==> config.mk <==
export PLATFORM = sky130hd
export DESIGN_NAME = drive_run_command_logic
export DESIGN_NICKNAME = d
export VERILOG_FILES = /design/src/logic/drive_cmd_pkg.sv /design/src/logic/drive_run_command_logic.sv
export SDC_FILE = /design/constraint.sdc
export NUM_CORES = 1
export LEC_CHECK = 0
export BUFFER_PORTS_ARGS = -buffer_cell sky130_fd_sc_hd__buf_2
export CAP_MARGIN = 30
export CORE_ASPECT_RATIO = 0.6
export CORE_MARGIN = 3
export CORE_UTILIZATION = 35
export CTS_CLUSTER_SIZE = 40
export DETAILED_ROUTE_END_ITERATION = 7
export PLACE_DENSITY = 0.56
export SLEW_MARGIN = 20
export SYNTH_ARGS = -nofsm -noshare
export SYNTH_HDL_FRONTEND = slang
export SYNTH_SLANG_ARGS = --single-unit
==> constraint.sdc <==
create_clock -name mclk -period 3.63 [get_ports mclk]
set_input_delay 0.1815 -clock mclk [delete_from_list [all_inputs] [get_ports mclk]]
set_output_delay 0.1815 -clock mclk [all_outputs]
set_load 0.005 [all_outputs]
==> src/logic/drive_cmd_pkg.sv <==
// Package for the drive run-command block: register map, source codes,
// latch states and the command carrier.
// Assumes a 32-bit Avalon-MM slave with byte addresses, word aligned.
package drive_cmd_pkg;

    // Sizes
    localparam int N_PIN  = 8;
    localparam int N_FN   = 12;
    localparam int N_LB   = 4;
    localparam int N_SEL  = N_FN + 3 * N_LB;
    localparam int SEL_W  = 6;

    // Function slots within the select array
    localparam int FN_LFWD   = 0;
    localparam int FN_LREV   = 1;
    localparam int FN_PERMIT = 2;
    localparam int FN_HFWD   = 3;
    localparam int FN_HREV   = 4;
    localparam int FN_UP     = 5;
    localparam int FN_DOWN   = 6;
    localparam int FN_TRIP   = 7;
    localparam int FN_OVR    = 8;
    localparam int FN_JOGF   = 9;
    localparam int FN_JOGR   = 10;
    localparam int FN_REMOTE = 11;
    localparam int FN_LB_IN0 = 12;

    // Source codes: pins 0..7, logic blocks 8..11, constants
    localparam logic [3:0] SRC_LB0 = 4'h8;
    localparam logic [3:0] SRC_OFF = 4'hC;
    localparam logic [3:0] SRC_ON  = 4'hD;

    // Qualifier codes in select bits 5:4
    typedef enum logic [1:0] {
        Q_HIGH = 2'h0,
        Q_LOW  = 2'h1,
        Q_RISE = 2'h2,
        Q_FALL = 2'h3
    } qual_t;

    // Register offsets (byte addresses)
    localparam logic [7:0] OFS_SEL_BASE = 8'h00;
    localparam logic [7:0] OFS_TT_BASE  = 8'h60;
    localparam logic [7:0] OFS_CTRL     = 8'h70;
    localparam logic [7:0] OFS_STAT     = 8'h74;
    localparam logic [7:0] OFS_ASSIGN   = 8'h78;

    // Field positions
    localparam int CTRL_REV_PERMIT = 0;
    localparam int ASSIGN_IDX_LSB  = 8;
    localparam int ASSIGN_REMOVE   = 16;

    // Reset values
    localparam logic [5:0] SEL_RST  = 6'h0C;
    localparam logic [7:0] TT_RST   = 8'h00;
    localparam logic [0:0] CTRL_RST = 1'h0;

    // Latch state, one-hot
    typedef enum logic [2:0] {
        LS_IDLE = 3'h1,
        LS_FWD  = 3'h2,
        LS_REV  = 3'h4
    } latch_t;

    // Command bundle toward the motor controller
    typedef struct packed {
        logic run;
        logic reverse;
        logic jog;
        logic ref_up;
        logic ref_down;
        logic trip_reset;
        logic override;
        logic remote;
        logic bipolar;
    } drive_cmd_t;

endpackage : drive_cmd_pkg

==> src/logic/drive_run_command_logic.sv <==
// Run-command logic: maps terminal inputs to run, direction, jog, trip
// reset, override and reference requests, plus four truth-table blocks.
// Assumes terminal inputs synchronous to mclk and an Avalon-MM master.
//
// Contract
// - Latched forward pulse keeps motor running forward
// - Latched reverse pulse keeps motor running reverse
// - Reverse motion only with reverse permission set
// - Run permit low clears latches, stops motor (here hold and jog functions still run with permit low)
// - Local mode ignores run permit entirely
// - Hold forward runs only while held
// - Hold reverse runs only while held
// - Bipolar needs both hold functions assigned
// - Reference up only when console reference active
// - Reference down only when console reference active
// - Trip reset function requests trip reset
// - Override function held means override mode
// - Forward jog runs forward, clears latches
// - Reverse jog runs reverse, clears latches
// - Remote select obeys terminal functions
// - Remote inactive obeys console commands
// - Four three-input truth-table blocks
// - Input levels pick term, output is term
// - Block inputs selectable, outputs become sources
// - Assign with removal turns other users off (here only when the assigned source is a pin)
// - Select offers levels, edges, on, off
//
// The Avalon-MM slave port and the register offsets are this design's own decisions.
`timescale 1ns/1ps

module drive_run_command_logic (
    // Clock and reset
    input  wire logic                    mclk,
    input  wire logic                    rst,
    // Avalon-MM slave
    input  wire logic [7:0]              address,
    input  wire logic                    read,
    input  wire logic                    write,
    input  wire logic [31:0]             writedata,
    output logic      [31:0]             readdata,
    output logic                         waitrequest,
    // Terminal strip and console
    input  wire logic [7:0]              din,
    input  wire logic                    drive_enable,
    input  wire logic                    console_run,
    input  wire logic                    console_reverse,
    input  wire logic                    console_ref_active,
    // Commands to the motor controller
    output drive_cmd_pkg::drive_cmd_t    cmd
);

    localparam int NS = drive_cmd_pkg::N_SEL;

    logic                ack_q;
    logic [31:0]         rdata_q;
    logic [5:0]          sel_q [NS];
    logic [7:0]          tt_q [drive_cmd_pkg::N_LB];
    logic [0:0]          ctrl_q;
    logic [7:0]          din_q;
    logic [3:0]          lb_q;
    logic [3:0]          lb_d;
    logic [15:0]         src_lvl;
    logic [15:0]         src_prv_q;
    logic [NS-1:0]       fn_act;
    drive_cmd_pkg::latch_t     ls_q;
    drive_cmd_pkg::latch_t     ls_d;
    drive_cmd_pkg::drive_cmd_t cmd_q;
    drive_cmd_pkg::drive_cmd_t cmd_d;

    // Bus handshake: one wait cycle, then the access completes
    wire req     = read | write;
    wire aligned = (address[1:0] == 2'h0);
    wire wr_go   = write & ack_q & aligned;
    assign waitrequest = req & ~ack_q;
    assign readdata    = rdata_q;

    always_ff @(posedge mclk)
    begin
        if (rst)
            ack_q <= 1'b0;
        else
            ack_q <= req & ~ack_q;
    end

    // Assign register fields
    wire       asg_go  = wr_go & (address == drive_cmd_pkg::OFS_ASSIGN);
    wire [5:0] asg_sel = writedata[5:0];
    wire [4:0] asg_idx = writedata[drive_cmd_pkg::ASSIGN_IDX_LSB +: 5];
    wire       asg_rm  = writedata[drive_cmd_pkg::ASSIGN_REMOVE];
    wire       asg_pin = (asg_sel[3:0] < drive_cmd_pkg::SRC_LB0);
    wire       asg_ok  = (asg_idx < 5'(NS));

    // Source select registers; a plain write stores, the assign register
    // can also strip a pin from every other function in one access
    generate
        for (genvar i = 0; i < NS; i++)
        begin : g_sel
            wire hit   = wr_go & (address == drive_cmd_pkg::OFS_SEL_BASE + 8'(4 * i));
            wire mine  = asg_go & asg_ok & (asg_idx == 5'(i));
            wire strip = asg_go & asg_ok & asg_rm & asg_pin
                         & (sel_q[i][3:0] == asg_sel[3:0]);
            always_ff @(posedge mclk)
            begin
                if (rst)
                    sel_q[i] <= drive_cmd_pkg::SEL_RST;
                else if (hit)
                    sel_q[i] <= writedata[5:0];
                else if (mine)
                    sel_q[i] <= asg_sel;
                else if (strip)
                    sel_q[i] <= drive_cmd_pkg::SEL_RST;
            end
        end
    endgenerate

    // Truth tables, one per logic block
    generate
        for (genvar j = 0; j < drive_cmd_pkg::N_LB; j++)
        begin : g_tt
            wire hit = wr_go & (address == drive_cmd_pkg::OFS_TT_BASE + 8'(4 * j));
            always_ff @(posedge mclk)
            begin
                if (rst)
                    tt_q[j] <= drive_cmd_pkg::TT_RST;
                else if (hit)
                    tt_q[j] <= writedata[7:0];
            end
        end
    endgenerate

    // Control register: reverse permission
    always_ff @(posedge mclk)
    begin
        if (rst)
            ctrl_q <= drive_cmd_pkg::CTRL_RST;
        else if (wr_go & (address == drive_cmd_pkg::OFS_CTRL))
            ctrl_q <= writedata[drive_cmd_pkg::CTRL_REV_PERMIT +: 1];
    end

    wire rev_ok = ctrl_q[drive_cmd_pkg::CTRL_REV_PERMIT];

    // Status word shows commands, latch state and block outputs
    wire [31:0] stat_word = {16'h0, lb_q, 3'(ls_q), cmd_q};

    // Read selection; unmapped or unaligned addresses read zero
    wire in_sel = aligned & (address < drive_cmd_pkg::OFS_TT_BASE);
    wire in_tt  = aligned & (address >= drive_cmd_pkg::OFS_TT_BASE)
                  & (address < drive_cmd_pkg::OFS_CTRL);
    wire [31:0] rd_word =
        in_sel ? {26'h0, sel_q[address[6:2]]} :
        in_tt  ? {24'h0, tt_q[address[3:2]]} :
        (aligned & (address == drive_cmd_pkg::OFS_CTRL)) ? {31'h0, ctrl_q} :
        (aligned & (address == drive_cmd_pkg::OFS_STAT)) ? stat_word : 32'h0;

    // Read data captured in the wait cycle, held while ack is presented
    always_ff @(posedge mclk)
    begin
        if (rst)
            rdata_q <= 32'h0;
        else if (read & ~ack_q)
            rdata_q <= rd_word;
    end

    // Source levels: pins, registered block outputs, constants.
    // Block outputs are registered so that a block may feed another
    // block, or itself, without a combinational loop.
    assign src_lvl = {2'h0, 1'b1, 1'b0, lb_q, din_q};

    // Pin sample and previous levels for edge detection
    always_ff @(posedge mclk)
    begin
        if (rst)
        begin
            din_q     <= 8'h00;
            src_prv_q <= 16'h0000;
        end
        else
        begin
            din_q     <= din;
            src_prv_q <= src_lvl;
        end
    end

    // Qualified function activity for every select slot
    generate
        for (genvar i = 0; i < NS; i++)
        begin : g_fn
            wire       lv = src_lvl[sel_q[i][3:0]];
            wire       pv = src_prv_q[sel_q[i][3:0]];
            wire [1:0] q  = sel_q[i][5:4];
            assign fn_act[i] =
                (q == drive_cmd_pkg::Q_HIGH) ? lv :
                (q == drive_cmd_pkg::Q_LOW)  ? ~lv :
                (q == drive_cmd_pkg::Q_RISE) ? (lv & ~pv) :
                                               (~lv & pv);
        end
    endgenerate

    // Logic blocks: input one is the index MSB
    generate
        for (genvar j = 0; j < drive_cmd_pkg::N_LB; j++)
        begin : g_lb
            localparam int B = drive_cmd_pkg::FN_LB_IN0 + 3 * j;
            wire [2:0] term = {fn_act[B], fn_act[B + 1], fn_act[B + 2]};
            assign lb_d[j] = tt_q[j][term];
        end
    endgenerate

    always_ff @(posedge mclk)
    begin
        if (rst)
            lb_q <= 4'h0;
        else
            lb_q <= lb_d;
    end

    // Permit, jog, hold and latch functions count only in remote mode
    wire remote  = fn_act[drive_cmd_pkg::FN_REMOTE];
    wire permit  = ~remote | fn_act[drive_cmd_pkg::FN_PERMIT];
    wire jog_f   = remote & fn_act[drive_cmd_pkg::FN_JOGF];
    wire jog_r   = remote & fn_act[drive_cmd_pkg::FN_JOGR];
    wire jog_any = jog_f | jog_r;
    wire hold_f  = remote & fn_act[drive_cmd_pkg::FN_HFWD] & drive_enable;
    wire hold_r  = remote & fn_act[drive_cmd_pkg::FN_HREV] & drive_enable;
    wire st_f    = remote & fn_act[drive_cmd_pkg::FN_LFWD];
    wire st_r    = remote & fn_act[drive_cmd_pkg::FN_LREV] & rev_ok;

    // Bipolar needs both hold functions tied to a real source
    wire bip = (sel_q[drive_cmd_pkg::FN_HFWD][3:0] != drive_cmd_pkg::SRC_OFF)
             & (sel_q[drive_cmd_pkg::FN_HREV][3:0] != drive_cmd_pkg::SRC_OFF);

    // Latch machine; jog or loss of permit breaks the latch
    always_comb
    begin
        ls_d = ls_q;
        case (ls_q)
            drive_cmd_pkg::LS_IDLE,
            drive_cmd_pkg::LS_FWD,
            drive_cmd_pkg::LS_REV:
            begin
                if (~permit | jog_any)
                    ls_d = drive_cmd_pkg::LS_IDLE;
                else if (st_f)
                    ls_d = drive_cmd_pkg::LS_FWD;
                else if (st_r)
                    ls_d = drive_cmd_pkg::LS_REV;
            end
            default:
                ls_d = drive_cmd_pkg::LS_IDLE;
        endcase
    end

    always_ff @(posedge mclk)
    begin
        if (rst)
            ls_q <= drive_cmd_pkg::LS_IDLE;
        else
            ls_q <= ls_d;
    end

    // Command selection: jog over hold over latch; console in local
    always_comb
    begin
        cmd_d            = '0;
        cmd_d.remote     = remote;
        cmd_d.bipolar    = bip;
        cmd_d.trip_reset = fn_act[drive_cmd_pkg::FN_TRIP];
        cmd_d.override   = fn_act[drive_cmd_pkg::FN_OVR];
        cmd_d.ref_up     = fn_act[drive_cmd_pkg::FN_UP] & console_ref_active;
        cmd_d.ref_down   = fn_act[drive_cmd_pkg::FN_DOWN] & console_ref_active;
        if (~remote)
        begin
            cmd_d.run     = console_run;
            cmd_d.reverse = console_reverse & rev_ok;
        end
        else if (jog_f)
        begin
            cmd_d.run = 1'b1;
            cmd_d.jog = 1'b1;
        end
        else if (jog_r)
        begin
            cmd_d.run     = rev_ok;
            cmd_d.reverse = rev_ok;
            cmd_d.jog     = rev_ok;
        end
        else if (hold_f)
            cmd_d.run = 1'b1;
        else if (hold_r)
        begin
            cmd_d.run     = rev_ok;
            cmd_d.reverse = rev_ok;
        end
        else if (ls_q == drive_cmd_pkg::LS_FWD)
            cmd_d.run = permit;
        else if (ls_q == drive_cmd_pkg::LS_REV)
        begin
            cmd_d.run     = permit & rev_ok;
            cmd_d.reverse = permit & rev_ok;
        end
    end

    always_ff @(posedge mclk)
    begin
        if (rst)
            cmd_q <= '0;
        else
            cmd_q <= cmd_d;
    end

    assign cmd = cmd_q;

    // Checks on the behaviour above
    a_latched_forward_start_set: assert property (@(posedge mclk) disable iff (rst)
        (st_f & permit & ~jog_any) |=> (ls_q == drive_cmd_pkg::LS_FWD)
            ##1 (ls_q == drive_cmd_pkg::LS_FWD) or (~permit | jog_any | st_r))
        else $error("forward latch not held");

    a_latched_reverse_start_set: assert property (@(posedge mclk) disable iff (rst)
        (st_r & ~st_f & permit & ~jog_any) |=> (ls_q == drive_cmd_pkg::LS_REV))
        else $error("reverse latch not set");

    a_no_reverse_run: assert property (@(posedge mclk) disable iff (rst)
        ~rev_ok |=> ~cmd_q.reverse)
        else $error("reverse without permission");

    a_permit_clears: assert property (@(posedge mclk) disable iff (rst)
        (remote & ~fn_act[drive_cmd_pkg::FN_PERMIT]) |=>
            (ls_q == drive_cmd_pkg::LS_IDLE))
        else $error("permit loss did not clear latch");

    a_local_keeps: assert property (@(posedge mclk) disable iff (rst)
        (~remote & (ls_q != drive_cmd_pkg::LS_IDLE)) |=>
            (ls_q == $past(ls_q)))
        else $error("latch lost in local mode");

    a_hold_fwd_run: assert property (@(posedge mclk) disable iff (rst)
        (hold_f & ~jog_any) |=> (cmd_q.run & ~cmd_q.reverse))
        else $error("hold forward not running");

    a_hold_rev_run: assert property (@(posedge mclk) disable iff (rst)
        (hold_r & rev_ok & ~hold_f & ~jog_any) |=> (cmd_q.run & cmd_q.reverse))
        else $error("hold reverse not running");

    a_bipolar_flag: assert property (@(posedge mclk) disable iff (rst)
        cmd_q.bipolar |-> ($past(sel_q[drive_cmd_pkg::FN_HREV][3:0])
            != drive_cmd_pkg::SRC_OFF))
        else $error("bipolar without reverse source");

    a_ref_gated: assert property (@(posedge mclk) disable iff (rst)
        ~console_ref_active |=> (~cmd_q.ref_up & ~cmd_q.ref_down))
        else $error("reference moved while not active");

    a_jog_clears: assert property (@(posedge mclk) disable iff (rst)
        jog_f |=> (cmd_q.jog & cmd_q.run & (ls_q == drive_cmd_pkg::LS_IDLE)))
        else $error("forward jog wrong");

    a_block_term: assert property (@(posedge mclk) disable iff (rst)
        (fn_act[14:12] == 3'h0) |=> (lb_q[0] == $past(tt_q[0][0])))
        else $error("logic block term m0 wrong");

    a_bus_one_wait: assert property (@(posedge mclk) disable iff (rst)
        (req & waitrequest) |=> ~waitrequest)
        else $error("bus wait longer than one cycle");

    a_local_console: assert property (@(posedge mclk) disable iff (rst)
        ~remote |=> (cmd_q.run == $past(console_run)))
        else $error("local run not from console");

    a_override_follow: assert property (@(posedge mclk) disable iff (rst)
        fn_act[drive_cmd_pkg::FN_OVR] |=> cmd_q.override)
        else $error("override not applied");

    a_trip_request: assert property (@(posedge mclk) disable iff (rst)
        fn_act[drive_cmd_pkg::FN_TRIP] |=> cmd_q.trip_reset)
        else $error("trip reset not requested");

endmodule : drive_run_command_logic

# Yosys cells after proc, flatten, opt, wreduce, memory -nomap -nowiden
# Memories as Yosys holds them, arrays and structs flattened.
# Index checks and enable logic that the tools add are counted.
# classes
n_lt_le_gt_ge,33
eq_ne,130
mux,573
bitwise,284
reduce_logical,32
# ops
operator,count
$mux 1,434
$mux 6,72
$bmux 1 s4,48
$and 1x1->1,152
$eq 8x7->1 const B,15
$lt 4x5->1 const B,24
$eq 4x4->1,24
$or 1x1->1,80
$eq 8x6->1 const B,8
$mux 16,4
$not 1->1,52
$logic_not 2->1,25
$eq 2x1->1 const B,24
$eq 2x2->1 const B,24
$eq 5x4->1 const B,8
$eq 5x5->1 const B,8
$eq 8x5->1 const B,4
$mux 8,4
$eq 5x3->1 const B,4
$eq 8x4->1 const B,2
$lt 3x4->1 const B,4
$lt 8x7->1 const B,2
$mux 14,1
$bmux 1 s3,4
other kinds (17),25
# word_totals
register_bits,74
ramBits,176
input_bits,56
out_inout_bits,42
wordCells,1072
memories,2
# mem_list
memory,depth,word_bits,read_ports,rd_ports_with_merged_regs,wr,line,text
sel_q,24,6,25,0,24,drive_run_command_logic.sv:56,logic [5:0] sel_q [NS];
tt_q,4,8,5,0,4,drive_run_command_logic.sv:57,logic [7:0] tt_q [drive_cmd_pkg::N_LB];

# Depth between registers and ports, before layout
# Gate-level depths: netlist (run 1).
# An unclocked memory read counts as a cell.
# logic_depth
word_depth,18
mapped_depth,10
ltp_nobuf,8

# Worst setup path before layout (run 1)
# OpenSTA, ideal clock, no wires.
# synth_timing
path_kind,flip-flop to flip-flop
from,memory sel_q[2][0]
to,register ls_q[0]
setup_ns,0.116
arrival_ns,2.398
required_ns,3.514
slack_ns,1.116
path_stages_with_launch,10
path_buffers,1
period_less_slack_ns,2.514
path_cell_list,edfxtp_1 buf_2 mux4_2 mux2i_1 mux2i_1 o211ai_1 nor4_1 a31o_2 o2111ai_1 a31o_2
# synth_lines
element,line,text
start: declaration,drive_run_command_logic.sv:56,
end signal: assignment,drive_run_command_logic.sv:256,ls_q <= drive_cmd_pkg::LS_IDLE;
end signal: assignment,drive_run_command_logic.sv:258,ls_q <= ls_d;
end: declaration,drive_run_command_logic.sv:65,drive_cmd_pkg::latch_t ls_q;

# Worst setup path in the final report (run 1)
# layout_timing
from,register din_q[3]
to,register cmd_q (netlist bit cmd[8])
# layout_between
elab_chain_len,17
elab_cells_between_ends,64
cone_classes,mux: 37; bitwise: 27
# layout_lines
element,line,text
start: declaration,drive_run_command_logic.sv:59,logic [7:0] din_q;
start signal: assignment,drive_run_command_logic.sv:179,din_q <= din;
$bmux 1 s4,drive_run_command_logic.sv:188,wire lv = src_lvl[sel_q[i][3:0]];
$mux 1 (not written as such),drive_run_command_logic.sv:188,
$not 1->1,"drive_run_command_logic.sv:193, drive_run_command_logic.sv:195",
$and 1x1->1,drive_run_command_logic.sv:195,(~lv & pv);
$mux 1,drive_run_command_logic.sv:194,(q == drive_cmd_pkg::Q_RISE) ? (lv & ~pv) :
$mux 1,drive_run_command_logic.sv:193,(q == drive_cmd_pkg::Q_LOW) ? ~lv :
$mux 1,drive_run_command_logic.sv:192,(q == drive_cmd_pkg::Q_HIGH) ? lv :
$not 1->1,-,
$or 1x1->1,drive_run_command_logic.sv:219,wire permit = ~remote | fn_act[drive_cmd_pkg::FN_PERMIT];
$and 1x1->1,drive_run_command_logic.sv:298,cmd_d.run = permit & rev_ok;
$mux 2,drive_run_command_logic.sv:296,else if (ls_q == drive_cmd_pkg::LS_REV)
$mux 1,drive_run_command_logic.sv:294,else if (ls_q == drive_cmd_pkg::LS_FWD)
$mux 2,drive_run_command_logic.sv:289,else if (hold_r)
$mux 1,drive_run_command_logic.sv:287,else if (hold_f)
$mux 2,drive_run_command_logic.sv:281,else if (jog_r)
$mux 1,drive_run_command_logic.sv:276,else if (jog_f)
$mux 2 (*),drive_run_command_logic.sv:271,if (~remote)
end signal: assignment,drive_run_command_logic.sv:308,cmd_q <= cmd_d;
end: declaration,drive_run_command_logic.sv:67,drive_cmd_pkg::drive_cmd_t cmd_q;
# Mark *: on every way between the ends. The rest lies on a longest branch, timed or not. The select of a mux whose other input is x is not followed.
# A chain may end at the register's enable or synchronous reset.

==> impl_metrics.yaml, run 1 <==
setup_path:
  endpoint_kind: "register"
  path_cells: "buf_4 > mux2i_1 > mux4_2 > xnor2_1 > nand3_1 > a22o_1 > a21boi_1 > a2111oi_2 > a221oi_2"
  crit_required_ps: 4040
  max_stage_delay_ps: 960
  slowest_stage: "dfxtp_1"
  worstPathMaxFanout: 15
  worstSetupPathType: "register to register"
  worstRegToRegCells: 9
  cp-start-kind: "register"
  worstPathArrival_ps: 3500
floorplanning:
  rows: 64
  ios: 98
  die_area_um2: 55370
  core_area_um2: 51410
  dieHeight_um: 183.5
  die_w_um: 301.8
  initial_core_util: 0.3574
min_path:
  hold_depth: 3
  hold_class: "input port to register"
global_routing:
  gr-total-overflow: 0
  antenna_found_initial: 0
  first_global_vias: 13540
  grt_use_total: 0.2266
  grt_pass1_wl_um: 93190
  grt_max_degree: 70
power_and_ir_drop:
  p_sw_uw: 1969
  p_per_area_nw_per_um2: 335.3
  seqPwrFrac: 0.459
  p_int_uw: 4820
  comb_power_share: 0.154
  p_leak_uw: 0.007122
  clkPwrFrac: 0.388
  swShare: 0.2900
  peakVddDrop_v: 0.0003235
synthesis:
  synth.most_common_cell: "edfxtp_1"
  netlist_instances: 1656
  yosysTopAreaCellShare: 0.2877
  synth_top_area_cell: "edfxtp_1"
  syn-cell-area_um2: 18370
  synthTopCellsByCount: "edfxtp_1, mux4_2, clkbuf_1, and2_1, xor2_1"
  synth_edf_count: 176
  yosys_warnings: 0
  yosysSeqAreaShare: 0.3476
  async_reset_ff_frac: 0
  synth_area_leaders: "edfxtp_1, mux4_2, dfxtp_1"
  yosysUniqueCellTypes: 74
  synthFlopType: "edfxtp_1"
  avgSynthCellArea_um2: 11.09
  ys_ff_latch: 231
place:
  dp_slack_ps: 577.9
  place.gp.congestion: 0.9158
  dp_hpwl_um: 44800
  io_buffers: 63
clocking:
  clkTransAtPathRegs_ps: 70
  cts.sinks: 231
  root_buffer: "clkbuf_16"
  ctsHtreeMaxLevel: 1
  clk_latency_ps: 580
  cts_tree: "built"
  cts_buffers: 24
  cts-resized-gates: 0
  cts_buffer_depth: 3
sta:
  slew_headroom: 0.2943
  fmax_ghz: 0.3230
  final-hold-violation-count: 0
  tns_ps: 0
  setup_viol: 0
  fin_hold_ws_ps: 9.167
  rsz0062_at_grt: "false"
  finalCritPeriodShare: 0.8528
  slew_violations: 0
  worstMarginPinSlew_ps: 1058
  skew_ps: 25.33
  min_period_ps: 3096
  setup_ws_ps: 534.4
run_status:
  status: "completed"
layout:
  area_growth_pct: 10.20
  diodes: 0
  drive_gt1_frac: 0.2301
  num-nets-final: 1686
detailed_routing:
  vias: 14480
  ant_nets: 0
  via_per_inst: 6.189
  post_drt_wl_per_cell_um: 27.36
  wirelength_um: 64030
  drt_iter0_markers: 2058
  drc_errors: 0
  dr.pass1.iters: 6
run:
  maxCapViolations: 0
critical path: cells and delay by family (launching register included):
kind / cells / cell delay (ps)
mux: 2 / 590
buf+inv: 1 / 320
simple gates: 1 / 90
xor+xnor: 1 / 150
flops: 1 / 960
compound gates: 4 / 800
layer usage:
layer,up-vias,share of wire,global-route usage
met5,-,0,0
met4,0,0.016,0.03813
met3,77,0.14,0.08509
met2,902,0.40,0.3022
met1,7317,0.44,0.3483
li1,6186,-,-
power by group through the flow:
stage               sequential [uW]  clock, uW  combinational, uW
floorplan                      3010          0                760
global placement               3180          0                950
detailed placement             3180          0                975
CTS                            3120       2660                993
global route                   3120       2760               1110
finish                         3110       2630               1040
timing repair:
item	4_1_cts	5_1_grt
setup endpoints to repair	0	0
buffers inserted	0	0
hold endpoints to repair	21	0
hold buffers	15	0
path summary, 6_finish.rpt:
kind,startpoint,end,slack [ps]
max,din_q[3]$_SDFF_PP0_,cmd[8]$_SDFF_PP0_,530
min,console_reverse,cmd[7]$_SDFF_PP0_,9
max reg2reg,din_q[3]$_SDFF_PP0_,cmd[8]$_SDFF_PP0_,530
min reg2reg,readdata[13]$_SDFFE_PP0P_,readdata[13]$_SDFFE_PP0P_,500
sequential cells by signal, indices dropped and copies added, names as in the netlist:
| name | cells |
|---|---|
| din_q | 8 |
| readdata | 16 |
| ls_q | 3 |
| src_prv_q | 13 |
| lb_q | 4 |
| sel_q | 144 |
| ack_q | 1 |
| tt_q | 32 |
| cmd | 9 |
| ctrl_q | 1 |
cell type report:
cell class / count / area, um2
Timing Repair Buffer: 141 / 1082
Sequential cell: 231 / 6387
Tap cell: 693 / 867.1
Clock buffer: 28 / 615.6
Inverter: 23 / 86.33
Clock inverter: 15 / 166.4
Multi-Input combinational cell: 1209 / 11040
Fill cell: 4995 / 31160
through the flow:
stage	cell area, um2	power (uW)	cells	util
after CTS	20150	6781	2334	0.3919
final	20250	6790	2340	0.3938
after global placement	19170	4133	2273	0.3729
after detailed placement	19210	4156	2276	0.3738
after floorplan	18430	3771	1671	-
after global routing	20250	6983	2340	0.3938
layout by cell type (no fill, tap or decap), types with 7 or more instances in the layout:
master | synthesis | routed
mux4_1 | 15 | 15
buf_4 | 18 | 51
nor2b_1 | 44 | 44
o21ai_0 | 47 | 47
nor2_1 | 103 | 103
xnor2_1 | 10 | 10
mux4_2 | 160 | 160
nor3b_1 | 16 | 16
xor2_1 | 113 | 113
or3_1 | 56 | 56
mux2i_1 | 91 | 91
edfxtp_1 | 176 | 176
nand2_1 | 64 | 64
nand3b_1 | 9 | 9
nor3_1 | 13 | 13
a21oi_1 | 59 | 59
mux2_2 | 22 | 22
and2_1 | 131 | 131
inv_1 | 23 | 23
clkbuf_16 | 0 | 24
a22oi_1 | 33 | 33
buf_2 | 21 | 61
a211oi_1 | 11 | 11
dlygate4sd3_1 | 0 | 15
nor4_1 | 27 | 27
conb_1 | 1 | 16
buf_8 | 0 | 7
o2111ai_1 | 8 | 8
nand3_1 | 31 | 31
nand2b_1 | 15 | 15
dfxtp_1 | 55 | 54
kinds of logic after synthesis:
| family | share of synthesized area |
|---|---|
| AO/OA/AOI/OAI | 0.09044 |
| XOR/XNOR | 0.05864 |
| buffers and inverters | 0.05448 |
| flip-flops | 0.3476 |
| multiplexers | 0.2839 |
| other | 0.0002041 |
| AND/OR/NAND/NOR | 0.1647 |
(Power assumes the default switching activity.)
==> run 2, diff against run 1 <==
Settings changed: CTS_BUF_LIST set to sky130_fd_sc_hd__clkbuf_4 sky130_fd_sc_hd__clkbuf_8 sky130_fd_sc_hd__clkbuf_16.
==> run 2 against run 1 <==
Against the previous run: critical path depth stayed put; cell count unchanged; combinational power hardly changed; fmax is 0.31% lower; worst setup slack got worse by 9.7 ps; clock power about the same; clock skew decreased by 0.87 ps; sequential cell count stayed put; critical path type unchanged; largest cell class unchanged.
==> impl_metrics.yaml, run 2 (synthesis gave the netlist of run 1 again) <==
place:
  post_dp_cell_area_um2: 19210
  io_buffers: 63
  dp.cells: 2276
  dp_slack_ps: 577.9
  dp_hpwl_um: 44800
  place.gp.congestion: 0.9158
floorplanning:
  initial_core_util: 0.3574
  core_area_um2: 51410
  die_area_um2: 55370
  dieHeight_um: 183.5
  ios: 98
  die_w_um: 301.8
  rows: 64
clocking:
  clkTransAtPathRegs_ps: 60
  clk_latency_ps: 580
  cts.sinks: 231
  root_buffer: "clkbuf_16"
  cts_setup_buffers: 0
  cts_tree: "built"
  cts_buffers: 24
  ctsHtreeMaxLevel: 1
  cts_buffer_depth: 3
detailed_routing:
  vias: 14480
  top_layer: "met4"
  via_per_inst: 6.188
  wl_met3_um: 9176
  drt_iter0_markers: 2087
  wirelength_um: 63980
  wl_met1_um: 28290
  route.met2.wl_um: 25350
  ant_nets: 0
  dr.pass1.iters: 6
  drc_errors: 0
  post_drt_wl_per_cell_um: 27.34
setup_path:
  cp-start-kind: "register"
  worstSetupPathType: "register to register"
  worstPathMaxFanout: 18
  path_delay_family: "flip-flops"
  path_cells: "buf_4 > mux2i_1 > mux4_2 > xnor2_1 > nand3_1 > a22o_1 > a21boi_1 > a2111oi_2 > a221oi_2"
  worst-path-buf-inv: 1
  max_stage_delay_ps: 970
  worstPathArrival_ps: 3510
  slowest_stage: "dfxtp_1"
  endpoint_kind: "register"
  crit_required_ps: 4030
global_routing:
  grt_max_degree: 70
  gr-total-overflow: 0
  grt_use_total: 0.2266
  grt_pass1_wl_um: 93200
  antenna_found_initial: 0
  first_global_vias: 13540
layout:
  drive_gt1_frac: 0.2325
  area_growth_pct: 10.28
  fin_util: 0.3941
  final_common_cell: "edfxtp_1"
  largest_reg_flops: 144
  diodes: 0
  top_register: "sel_q"
  num-nets-final: 1686
  fin_cells: 2340
  layout_common_cells: "edfxtp_1, mux4_2, and2_1, xor2_1, nor2_1"
  fin_area_um2: 20260
min_path:
  hold_class: "input port to register"
sta:
  finalCritPeriodShare: 0.8555
  final-hold-violation-count: 0
  setup_viol: 0
  rsz0062_at_grt: "false"
  skew_ps: 24.45
  min_period_ps: 3105
  slew_violations: 0
  fmax_ghz: 0.3220
  slew_headroom: 0.2928
  tns_ps: 0
  worstMarginPinSlew_ps: 1061
  setup_ws_ps: 524.7
power_and_ir_drop:
  p_per_area_nw_per_um2: 336.2
  p_leak_uw: 0.007135
  peakVddDrop_v: 0.0003202
run_status:
  status: "completed"
run:
  maxCapViolations: 0
==> run 2: cell type report <==
class / count / area, um2
Sequential cell: 231 / 6387
Clock inverter: 15 / 166.4
Timing Repair Buffer: 141 / 1082
Tap cell: 693 / 867.1
Clock buffer: 28 / 630.6
Fill cell: 4990 / 31150
Multi-Input combinational cell: 1209 / 11040
Inverter: 23 / 86.33
==> run 2: metrics by stage <==
| step | power (uW) | hold WS [ps] |
|---|---|---|
| 2_1_floorplan | 3771 | 309.7 |
| 3_5_place_dp | 4156 | 402.4 |
| 6_report | 6812 | 13.83 |
| 4_1_cts | 6812 | 0.7377 |
| 3_3_place_gp | 4133 | 400.0 |
| 5_1_grt | 7013 | 17.95 |
==> run 2: final timing paths <==
kind / endpoint / depth (start not counted) / slack [ps] / start
max: cmd[8]$_SDFF_PP0_ / 9 / 520 / din_q[2]$_SDFF_PP0_
min: cmd[7]$_SDFF_PP0_ / 3 / 10 / console_reverse
max reg2reg: cmd[8]$_SDFF_PP0_ / 9 / 520 / din_q[2]$_SDFF_PP0_
min reg2reg: readdata[8]$_SDFFE_PP0P_ / 2 / 500 / cmd[8]$_SDFF_PP0_
==> run 2: per-layer routing <==
| layer | vias up | track usage |
|---|---|---|
| met5 | - | 0 |
| met4 | 0 | 0.03813 |
| met3 | 85 | 0.08509 |
| met2 | 923 | 0.3021 |
| met1 | 7289 | 0.3484 |
| li1 | 6183 | - |
==> run 2: power by group <==
group	internal, uW	switching (uW)
clock network	1460	1190
logic	477	567
registers	2910	203
total	4850	1960
==> run 2: what timing repair did <==
item,CTS,global route
hold endpoints to repair,21,0
hold buffers,15,0
resized for setup,0,0
==> run 2: worst register-to-register path: cells and delay by family, from the launching register on <==
kind                      cells  cell delay [ps]
DFF                           1              970
muxes                         2              590
buffers and inverters         1              330
xor gates and xnor gates      1              150
AOI/OAI and AO/OA             4              800
and+or+nand+nor               1               90
==> run 3, diff against run 2 <==
Clock period 3.63 ns to 3.83 ns, I/O delays scaled along.
==> run 3 against run 2 <==
Against the previous run: clock skew is 1.2 ps lower; cell count fell by 0.43%; total power down 7.5%; largest power group unchanged; critical path depth grew 1; wire length is 0.92% lower; sequential power decreased by 5%; global-route usage down 0.30 points.
==> impl_metrics.yaml, run 3 (synthesis gave the netlist of run 1 again) <==
min_path:
  hold_start: "console_reverse"
  hold_end: "cmd[7]$_SDFF_PP0_"
  hold_class: "input port to register"
  hold_depth: 3
setup_path:
  worstRegToRegCells: 10
  worstReg2RegStart: "din_q[2]$_SDFF_PP0_"
  worstPathMaxFanout: 17
  crit_required_ps: 4270
  endpoint_kind: "register"
  r2r_slack_ps: 720
  worstSetupPathType: "register to register"
  cp-start-kind: "register"
  timing.rr.end: "ls_q[0]$_SDFFE_PP1P_"
  worstPathArrival_ps: 3550
floorplanning:
  die_w_um: 301.8
  rows: 64
  die_area_um2: 55370
  ios: 98
  core_area_um2: 51410
  dieHeight_um: 183.5
  initial_core_util: 0.3574
detailed_routing:
  post_drt_wl_per_cell_um: 27.21
  drc_errors: 0
  dr.pass1.iters: 5
  drt_iter0_markers: 2117
  ant_nets: 0
  via_per_inst: 6.272
  vias: 14610
  wirelength_um: 63400
clocking:
  cts-resized-gates: 0
  postCtsHoldBufs: 14
  cts_setup_buffers: 0
  cts_tree: "built"
  cts.sinks: 231
  ctsHtreeMaxLevel: 1
  cts_buffers: 23
  cts_buffer_depth: 3
  clkTransAtPathRegs_ps: 70
  clk_latency_ps: 550
  root_buffer: "clkbuf_16"
power_and_ir_drop:
  peakVddDrop_v: 0.0002766
  p_leak_uw: 0.007064
  p_per_area_nw_per_um2: 313.6
global_routing:
  grt_max_degree: 139
  first_global_vias: 13430
  grt_pass1_wl_um: 92270
  grt_use_total: 0.2236
  antenna_found_initial: 2
  gr-total-overflow: 0
sta:
  setup_ws_ps: 721.8
  tns_ps: 0
  slew_violations: 0
  rsz0062_at_grt: "false"
  slew_headroom: 0.3073
  final-hold-violation-count: 0
  skew_ps: 23.26
  worstMarginPinSlew_ps: 1039
  finalCritPeriodShare: 0.8115
  fin_hold_ws_ps: 49.56
  fmax_ghz: 0.3217
  setup_viol: 0
  min_period_ps: 3108
layout:
  fill_cells: 4965
  final_common_cell: "edfxtp_1"
  register_area_um2: 6387
  layout_common_cells: "edfxtp_1, mux4_2, and2_1, xor2_1, nor2_1"
  top_register: "sel_q"
  multi_input_area_um2: 11040
  area_growth_pct: 9.385
  fin_area_um2: 20100
  drive_gt1_frac: 0.2280
  largest_reg_flops: 144
  num-nets-final: 1676
run_status:
  status: "completed"
place:
  post_dp_cell_area_um2: 19150
  place.gp.congestion: 0.9002
  dp_slack_ps: 798.3
  dp_hpwl_um: 44000
  io_buffers: 63
run:
  maxCapViolations: 0
==> run 3: area by class of cell <==
| class | count | area share |
|---|---|---|
| Multi-Input combinational cell | 1209 | 0.5494 |
| Sequential cell | 231 | 0.3178 |
| Timing Repair Buffer | 132 | 0.04781 |
| Tap cell | 693 | 0.04315 |
| Clock buffer | 29 | 0.03181 |
| Clock inverter | 12 | 0.005541 |
| Inverter | 23 | 0.004296 |
| Antenna cell | 1 | 0.0001245 |
==> run 3: metal layers <==
metal	global-route usage	share of wire
met2	0.3030	0.40
met5	0	0.00043
met4	0.03794	0.017
met3	0.06326	0.13
met1	0.3531	0.45
==> run 3: critical path, cell delays in order, from the launching register on <==
cell and delay (ps):
dfxtp_1 630, buf_4 350, mux4_2 450, mux2i_1 180
mux2i_1 200, o211ai_1 120, nor4_1 320, buf_4 200
a31o_2 140, o2111ai_1 160, a31o_2 250
==> run 3: worst max path at each step <==
| stage | end | start |
|---|---|---|
| floorplan | ls_q[0]$_SDFFE_PP1P_ | sel_q[2][0]$_SDFFCE_PP0P_ |
| CTS | ls_q[0]$_SDFFE_PP1P_ | din_q[2]$_SDFF_PP0_ |
| finish | ls_q[0]$_SDFFE_PP1P_ | din_q[2]$_SDFF_PP0_ |
| global placement | ls_q[0]$_SDFFE_PP1P_ | din_q[2]$_SDFF_PP0_ |
| detailed placement | ls_q[0]$_SDFFE_PP1P_ | din_q[2]$_SDFF_PP0_ |
| global route | ls_q[0]$_SDFFE_PP1P_ | din_q[2]$_SDFF_PP0_ |
==> run 3: report_power, final <==
part / switching, uW / internal, uW
logic: 524 / 442
registers: 200 / 2760
clock network: 1060 / 1320
total: 1780 / 4520
==> run 3: through the flow <==
stage	std cells	util	power [uW]
global route	2329	0.3909	6503
finish	2330	0.3909	6302
CTS	2325	0.3899	6295
global placement	2266	0.3714	3907
detailed placement	2270	0.3725	3933
floorplan	1671	-	3574
